$ cat src/verilog/pri_pkg.sv
// Package with constants and carrier types for the register init and protection block.
package pri_pkg;
  localparam int unsigned CELL_COUNT  = 8;
  localparam int unsigned SIG_BITS    = 64;
  localparam int unsigned CFG_WORDS   = 16;
  localparam int unsigned CFG_AW      = 4;
  localparam int unsigned CLK_PERIOD_NS = 10;
  localparam int unsigned PWRUP_RESET_NS = 1000;
  localparam int unsigned PWRUP_CYCLES = PWRUP_RESET_NS / CLK_PERIOD_NS;
  localparam logic [7:0]  PWRUP_CYCLES_W = 8'(PWRUP_CYCLES - 1);
  localparam logic [7:0]  REG_RESET   = 8'h00;
  localparam logic [7:0]  PULL_HIGH   = 8'hFF;
  localparam logic [63:0] SIG_RESET   = 64'h0000_0000_0000_0000;
  localparam logic [31:0] CFG_RESET   = 32'h0000_0000;
  localparam logic [31:0] CKS_SEED    = 32'h0000_0000;

  typedef enum logic [2:0] {
    PRI_IDLE  = 3'b001,
    PRI_ERASE = 3'b010,
    PRI_WRITE = 3'b100
  } pri_prog_e;

  typedef struct packed {
    logic        start;
    logic [3:0]  addr;
    logic [31:0] data;
    logic [63:0] signature;
    logic        secure;
  } pri_prog_s;

  typedef struct packed {
    logic        cfgRead;
    logic        sigRead;
    logic [3:0]  addr;
  } pri_read_s;
endpackage : pri_pkg

$ cat src/verilog/pri_core.sv
// Register init, preload, signature store and readback protection core.
// Functional notes
// - Reprogrammable 64-bit user signature store.
// - Signature readable regardless of protection.
// - Checksum covers signature contents.
// - Protected device refuses configuration reads.
// - Protection clears only by full reprogramming.
// - Programming cycle erases automatically first.
// - Preload forces each registered output.
// - Power-up clears registers within 1 us.
// - Registered pins held high, with output enables off, until power-up ends.
// - Floating inputs read as logic one.
`timescale 1ns/1ps
module pri_core (
  input  wire logic                ref_clk,     // System clock, 100 MHz.
  input  wire logic                rst,         // Power-on reset, synchronous high.
  input  wire pri_pkg::pri_prog_s  prog,        // Programmer request.
  input  wire pri_pkg::pri_read_s  rdReq,       // Readback request.
  input  wire logic [7:0]          nextState,   // Next state from the logic array.
  input  wire logic                preloadEn,   // Preload active.
  input  wire logic [7:0]          preloadVal,  // Values forced on preload.
  input  wire logic [7:0]          outEnable,   // Per-cell output enable.
  input  wire logic [7:0]          pinIn,       // Pin input levels.
  input  wire logic [7:0]          pinDriven,   // High where something drives the pin.
  output logic [7:0]               cellQ,       // Register Q values.
  output logic [7:0]               pinOut,      // Registered pin levels.
  output logic [7:0]               pinOe,       // Pin output enables.
  output logic [7:0]               pinRead,     // Pin levels seen by the array.
  output logic [31:0]              rdData,      // Readback data.
  output logic                     rdValid,     // Read answered.
  output logic                     rdRefused,   // Read refused by protection.
  output logic                     progBusy,    // Programming cycle running.
  output logic                     secured,     // Protection cell state.
  output logic [31:0]              checksum,    // Registered checksum.
  output logic                     resetDone    // Power-up reset completed.
);
  pri_pkg::pri_prog_e        progState;
  logic [31:0]               cfgMem [pri_pkg::CFG_WORDS];
  logic [63:0]               sigStore;
  logic [7:0]                pwrCount;
  logic [511:0]              cfgFlat;
  logic [31:0]               next_checksum;
  logic [3:0]                eraseIdx;

  // Power-up counter: output registers stay cleared until it expires.
  always_ff @(posedge ref_clk) begin
    if (rst) begin
      pwrCount  <= 8'h00;
      resetDone <= 1'b0;
    end else if (!resetDone) begin
      if (pwrCount == pri_pkg::PWRUP_CYCLES_W) begin
        resetDone <= 1'b1;
      end
      pwrCount <= pwrCount + 8'h01;
    end
  end

  // Output cells: reset low, preload wins over next-state on the edge.
  always_ff @(posedge ref_clk) begin
    if (rst || !resetDone) begin
      cellQ <= pri_pkg::REG_RESET;
    end else if (preloadEn) begin
      cellQ <= preloadVal;
    end else begin
      cellQ <= nextState;
    end
  end

  // Pins show the inverted Q, so a cleared register drives high.
  always_ff @(posedge ref_clk) begin
    if (rst || !resetDone) begin
      pinOut <= pri_pkg::PULL_HIGH;
      pinOe  <= pri_pkg::REG_RESET;
    end else begin
      pinOut <= ~(preloadEn ? preloadVal : nextState);
      pinOe  <= outEnable;
    end
  end

  // Undriven pins are pulled up and read as one.
  always_ff @(posedge ref_clk) begin
    if (rst) begin
      pinRead <= pri_pkg::PULL_HIGH;
    end else begin
      for (int i = 0; i < pri_pkg::CELL_COUNT; i++) begin
        pinRead[i] <= pinDriven[i] ? pinIn[i] : 1'b1;
      end
    end
  end

  // Programming: one erase pass over the array, then the write.
  always_ff @(posedge ref_clk) begin
    if (rst) begin
      progState <= pri_pkg::PRI_IDLE;
      eraseIdx  <= 4'h0;
      progBusy  <= 1'b0;
    end else begin
      unique case (progState)
        pri_pkg::PRI_IDLE: begin
          if (prog.start) begin
            progState <= pri_pkg::PRI_ERASE;
            eraseIdx  <= 4'h0;
            progBusy  <= 1'b1;
          end
        end
        pri_pkg::PRI_ERASE: begin
          eraseIdx <= eraseIdx + 4'h1;
          if (eraseIdx == 4'(pri_pkg::CFG_WORDS - 1)) begin
            progState <= pri_pkg::PRI_WRITE;
          end
        end
        pri_pkg::PRI_WRITE: begin
          progState <= pri_pkg::PRI_IDLE;
          progBusy  <= 1'b0;
        end
        default: begin
          progState <= pri_pkg::PRI_IDLE;
          progBusy  <= 1'b0;
        end
      endcase
    end
  end

  // Configuration storage is nonvolatile, so rst does not touch it.
  always_ff @(posedge ref_clk) begin
    if (progState == pri_pkg::PRI_ERASE) begin
      cfgMem[eraseIdx] <= pri_pkg::CFG_RESET;
    end else if (progState == pri_pkg::PRI_WRITE) begin
      cfgMem[prog.addr] <= prog.data;
    end
  end

  // Signature and protection cell change only inside a programming cycle.
  always_ff @(posedge ref_clk) begin
    if (progState == pri_pkg::PRI_ERASE) begin
      sigStore <= pri_pkg::SIG_RESET;
      secured  <= 1'b0;
    end else if (progState == pri_pkg::PRI_WRITE) begin
      sigStore <= prog.signature;
      secured  <= prog.secure;
    end
  end

  // Reads: signature always served, configuration refused once secured.
  always_ff @(posedge ref_clk) begin
    if (rst) begin
      rdData    <= pri_pkg::CFG_RESET;
      rdValid   <= 1'b0;
      rdRefused <= 1'b0;
    end else begin
      rdValid   <= 1'b0;
      rdRefused <= 1'b0;
      if (rdReq.sigRead) begin
        rdData  <= rdReq.addr[0] ? sigStore[63:32] : sigStore[31:0];
        rdValid <= 1'b1;
      end else if (rdReq.cfgRead) begin
        if (secured) begin
          rdData    <= pri_pkg::CFG_RESET;
          rdRefused <= 1'b1;
        end else begin
          rdData  <= cfgMem[rdReq.addr];
          rdValid <= 1'b1;
        end
      end
    end
  end

  always_comb begin
    for (int i = 0; i < pri_pkg::CFG_WORDS; i++) begin
      cfgFlat[i*32 +: 32] = cfgMem[i];
    end
  end

  pri_checksum u_checksum (
    .cfgFlat   (cfgFlat),
    .signature (sigStore),
    .checksum  (next_checksum)
  );

  always_ff @(posedge ref_clk) begin
    if (rst) begin
      checksum <= pri_pkg::CKS_SEED;
    end else begin
      checksum <= next_checksum;
    end
  end
endmodule : pri_core

$ cat src/verilog/pri_checksum.sv
// Checksum generator folding configuration words and the signature together.
`timescale 1ns/1ps
module pri_checksum (
  input  wire logic [511:0] cfgFlat,   // All configuration words, flattened.
  input  wire logic [63:0]  signature, // Stored user signature.
  output logic      [31:0]  checksum   // Combined checksum.
);
  // Rotate-and-add keeps a single bit change visible in the result.
  function automatic logic [31:0] mix(input logic [31:0] acc, input logic [31:0] word);
    mix = {acc[30:0], acc[31]} + word;
  endfunction : mix

  always_comb begin
    checksum = pri_pkg::CKS_SEED;
    for (int i = 0; i < pri_pkg::CFG_WORDS; i++) begin
      checksum = mix(checksum, cfgFlat[i*32 +: 32]);
    end
    checksum = mix(checksum, signature[31:0]);
    checksum = mix(checksum, signature[63:32]);
  end
endmodule : pri_checksum

$ cat config.mk
export PLATFORM = sky130hd
export DESIGN_NAME = pri_core
export DESIGN_NICKNAME = d
export VERILOG_FILES = /design/src/verilog/pri_pkg.sv /design/src/verilog/pri_core.sv /design/src/verilog/pri_checksum.sv
export SDC_FILE = /design/constraint.sdc
export NUM_CORES = 2
export LEC_CHECK = 0
export ABC_AREA = 1
export BUFFER_PORTS_ARGS = -buffer_cell sky130_fd_sc_hd__buf_2
export CAP_MARGIN = 20
export CORE_MARGIN = 4
export CORE_UTILIZATION = 58
export DETAILED_ROUTE_END_ITERATION = 8
export MAX_ROUTING_LAYER = met4
export PLACE_DENSITY = 0.9
export SLEW_MARGIN = 20
export SYNTH_ARGS = -nofsm -noshare
export SYNTH_HDL_FRONTEND = slang
export SYNTH_SLANG_ARGS = --single-unit
$ cat constraint.sdc
create_clock -name ref_clk -period 22.3 [get_ports ref_clk]
set_input_delay 4.46 -clock ref_clk [delete_from_list [all_inputs] [get_ports ref_clk]]
set_output_delay 4.46 -clock ref_clk [all_outputs]
set_load 0.02 [all_outputs]
==> metrics.txt, run 1 <==
status=stopped before the end; CTS buffer count=79; row count=between 100 and 150; vias in the first global route=111000; synthesized area=between 50000 and 60000 um2; clk root buf=clkbuf_16; largest net degree at the start of global routing=199; Clock Sinks=~700; Die X=329 um; Fail Step=5_1_grt; Placed Cells=11800; First Err=[ERROR GRT-0116] Global routing finished with congestion. Check the congestion regions in the DRC Viewer.; Total Routing Usage GR=103%; I/O pin cnt=around 250; GP Congestion=about 1.3; synth top area cells=edfxtp_1 (26%), nand2_1 (15%), ha_1 (11%); YS warnings=0; dpl hpwl=219000 um; initial core utilization=around three fifths; hold buffers post-CTS=0; ys async rst share=0%; Chip Height=329 um; H-tree depth=3; sequential element share of the synthesized area=about a third; Synth top area share=25.8%; Post-synth EDFFs=512; cell taking the most area after synthesis=edfxtp_1; gr ovfl total=8490; PortBufs=251; Synth Register Bits=692; post-place setup slack=-4.73 ns; first-pass GRT wire length=around 800000 um; Post-Synthesis Cells=8503; worst-case clock buffer depth=3; Synth Flop Type=edfxtp_1; Yosys cell types=47; Mapped Nets=9215; Mean Syn Cell Area=7.01 um2
[kinds of logic after synthesis]
kind of cell,synth area share (%)
AOI/OAI and AO/OA,14.3
xor gates and xnor gates,5.51
adders and majority gates,12.0
buffers and inverters,7.66
DFF,31.8
muxes,0.0168
and+or+nand+nor,28.7
[metal layers]
metal,GRT overflow,global-route usage (%)
met2,5261,120
met1,898,94.1
met3,775,93.3
met5,-,-
met4,1556,105
[through the flow]
step / instance area [um2] / util, % / hold slack [ns]
4_1_cts: 87700 / 86.0 / 0.466
3_5_place_dp: 75700 / 74.3 / 0.454
2_1_floorplan: 59600 / - / 0.443
3_3_place_gp: 75700 / 74.3 / 0.453
[cells in the mapped netlist (3+ instances only)]
master    instances
inv_1           993
o21ai_2           5
nand3_1         569
a31o_2            3
and2_1           16
or2_1             7
inv_2             3
nand4_1          87
o211ai_1        165
a31oi_1          13
xor2_1          273
a21boi_0         12
nand2_1        2331
nand3b_1         29
fa_1             17
nor3_1          101
nor4_1           11
buf_1            14
o21ai_0         413
xnor2_1         102
a21o_1           48
buf_4            22
edfxtp_1        512
ha_1            544
buf_2            53
o21bai_1         90
dfxtp_1         180
and3_1            3
o21a_1           26
or2_2            35
nor2_1         1004
o21ai_1          26
a21oi_1         712
buf_6             7
clkbuf_1         61
[timing repair]
item                       in CTS
pin swaps                     685
setup endpoints to repair      32
buffers inserted              200
gates resized for setup      1959
==> inputs of run 2 (changes only) <==
Settings changed: CORE_UTILIZATION 58 to 40, MAX_ROUTING_LAYER met4 to default, PLACE_DENSITY 0.9 to default, PLACE_DENSITY_LB_ADDON from default to 0.15.
Clock period 22.3 ns to 29 ns, I/O delays scaled along.
==> run 2 against run 1 <==
  * The flow now finishes without violations
  * Area after synthesis unchanged
  * Synthesized cell count did not move
==> metrics.txt, run 2 <==
status=finished, final reports clean (was stopped before the end); synth top area cells=edfxtp_1 (26%), nand2_1 (15%), ha_1 (11%) (unchanged); Slew HR=25.4%; worst clock skew=around 0.024 ns; Post-synth EDFFs=512 (unchanged); final hold vios=0; worst skew pair latency=0.72 ns; GP Congestion=1.05 (was 1.31); initial antenna violation count=20; synthesized area=59600 um2 (unchanged); sequential element share of the synthesized area=31.8% (unchanged); startpoint types=register; Die X=394 um (was 329 um); fin crit period=27.11 ns; CTS tree=done; adder-cell share of the synthesized area=12.0% (unchanged); most frequent cells in the layout=nand2_1 (2310), inv_1 (990), nor2_1 (940), a21oi_1 (691), nand3_1 (564); worst slew pin tran=roughly 1.1 ns; largest net degree at the start of global routing=111; crit path DAT=about 28 ns; most used cell, CP=nand2_1; synth cell count leaders=nand2_1 (2331), nor2_1 (1004), inv_1 (993) (unchanged); CTS buffer count=88 (was 79); PortBufs=251 (unchanged); final hold slack=0.471 ns; Most flops, register=cfgMem; Synth Area in Compound Gates=14.3% (unchanged); Crit Path Class=register to register; Total Routing Usage GR=33.4%; commonest non-fill, non-tap cell in the layout=nand2_1; largest registers=cfgMem: 512 flops, sigStore: 64 flops; Clock Sinks=692 (unchanged); DRC errors left=0; Iter 0 DRT Violations=just over 7000; Core Area=between 100000 and 150000 um2; Mapped Nets=9215 (unchanged); cell taking the most area after synthesis=edfxtp_1 (unchanged); vias in the first global route=56800; max FFs per register=about 500; first-pass GRT wire length=just under 400000 um; worst-case clock buffer depth=3 (unchanged); initial core utilization=40.3% (was 58.5%); Synth top area share=25.8% (unchanged); clk root buf=clkbuf_16 (unchanged); final wirelength=271000 um; Chip Height=394 um (was 329 um); largest family of logic cells by synthesized area=simple AND/OR/NAND/NOR gates (unchanged); Vias/cell=5.66; Synth Area in XOR/XNOR=5.51% (unchanged); Synth Flop Type=edfxtp_1 (unchanged); drt first pass iters=8; Period Utilization, post-route=93.5%; H-tree depth=3 (unchanged); Layout area overhead=12.8%; I/O pin cnt=252 (unchanged); slowest stage delay, CP=0.49 ns; Yosys cell types=47 (unchanged); ys async rst share=0% (unchanged); hold buffers post-CTS=0 (unchanged); clock slew at reported path FFs=0.06 ns; mux contribution to synthesized area=0.0168% (unchanged); row count=141 (was 117); YS warnings=0 (unchanged); type of the tightest min-delay check=register to register; Post-DRT Antenna Nets=0; gr ovfl total=0; MaxCap Viol Count=0; Synth Register Bits=692 (unchanged); maximum fanout along the worst path=7; most frequent cell after synthesis=nand2_1 (unchanged); average wire per standard cell=approximately 25 um; dpl hpwl=215000 um (was 219000 um); die area=155000 um2; Post-Synthesis Cells=8503 (unchanged); Crit-path slowest cell=fa_1; Synth Area in Simple Gates=28.7% (unchanged); via count=61100; crit path capture type=register; final-report setup violation count=0; fin nets=9484; Mean Syn Cell Area=7.01 um2 (unchanged); WP data required=29.61 ns; Max Slew Vio Count=0; share of layout cells above drive strength 1=8.18%; Peak Freq=36.9 MHz
## run 2: cell counts after synthesis
Identical to the previous run, type by type.
## run 2: what timing repair did
action,4_1_cts,5_1_grt
buffers inserted,0,7
pin swaps,0,11
resized for setup,8,176
setup endpoints to repair,16,32
## run 2: kinds of logic after synthesis
| family | count (synthesis) |
|---|---|
| buffers and inverters | 1157 |
| muxes | 1 |
| AOI/OAI and AO/OA | 1519 |
| xor gates and xnor gates | 375 |
| adders and majority gates | 561 |
| DFF | 692 |
| and+or+nand+nor | 4198 |
## run 2: worst max-delay path, delay by kind of cell, from the launching register on
| kind | cells | cell delay (ns) |
|---|---|---|
| and+or+nand+nor | 108 | 11.88 |
| adders and majority gates | 25 | 8.76 |
| AOI/OAI and AO/OA | 17 | 3.19 |
| buffers and inverters | 22 | 1.82 |
| xor gates and xnor gates | 5 | 0.84 |
| DFF | 1 | 0.45 |
## run 2: area by class of cell
class                      count  area, um2
fill                       15400      80700
multi-input combinational   6654      37100
clock buffer                 108       2400
antenna                       19       47.5
inverter                     998       3750
sequential                   692      19000
timing repair buffer         338       1930
clock inverter                58        662
tap                         1930       2410
## run 2: worst paths after layout
check                      from            to  slack (ns)  cells past startpoint
hold / removal       rdData[13]    rdData[13]        0.47                      2
setup / recovery  cfgMem[1][18]  checksum[28]        1.89                    177
setup reg to reg  cfgMem[1][18]  checksum[28]        1.89                    177
hold reg to reg      rdData[13]    rdData[13]        0.47                      2
## run 2: through the flow
stage / TNS, ns / setup WS, ns / utilization [%] / area, um2 / instances
after global placement: -3.26 / -0.466 / 42.8 / 63300 / 10600
after floorplan: 0 / 7.02 / - / 59600 / 8503
after detailed placement: -1.86 / -0.365 / 42.8 / 63300 / 10600
after CTS: 0 / 0.103 / 44.9 / 66400 / 10800
final: 0 / 1.89 / 45.5 / 67300 / 10800
after global routing: -0.174 / -0.0943 / 45.4 / 67200 / 10800
## run 2: routing by layer
metal / track usage (%) / wire [um] / vias to the layer above
met4: 12.0 / 11000 / 4
met3: 5.41 / 25300 / 446
met2: 49.7 / 114000 / 2973
met1: 48.7 / 121000 / 28800
li1: - / - / 28900
met5: 0 / 23 / -
Power of run 2 is left out: the tool's default activity adds up to more than one toggle a clock period on the data nets, which glitch-free logic cannot reach.
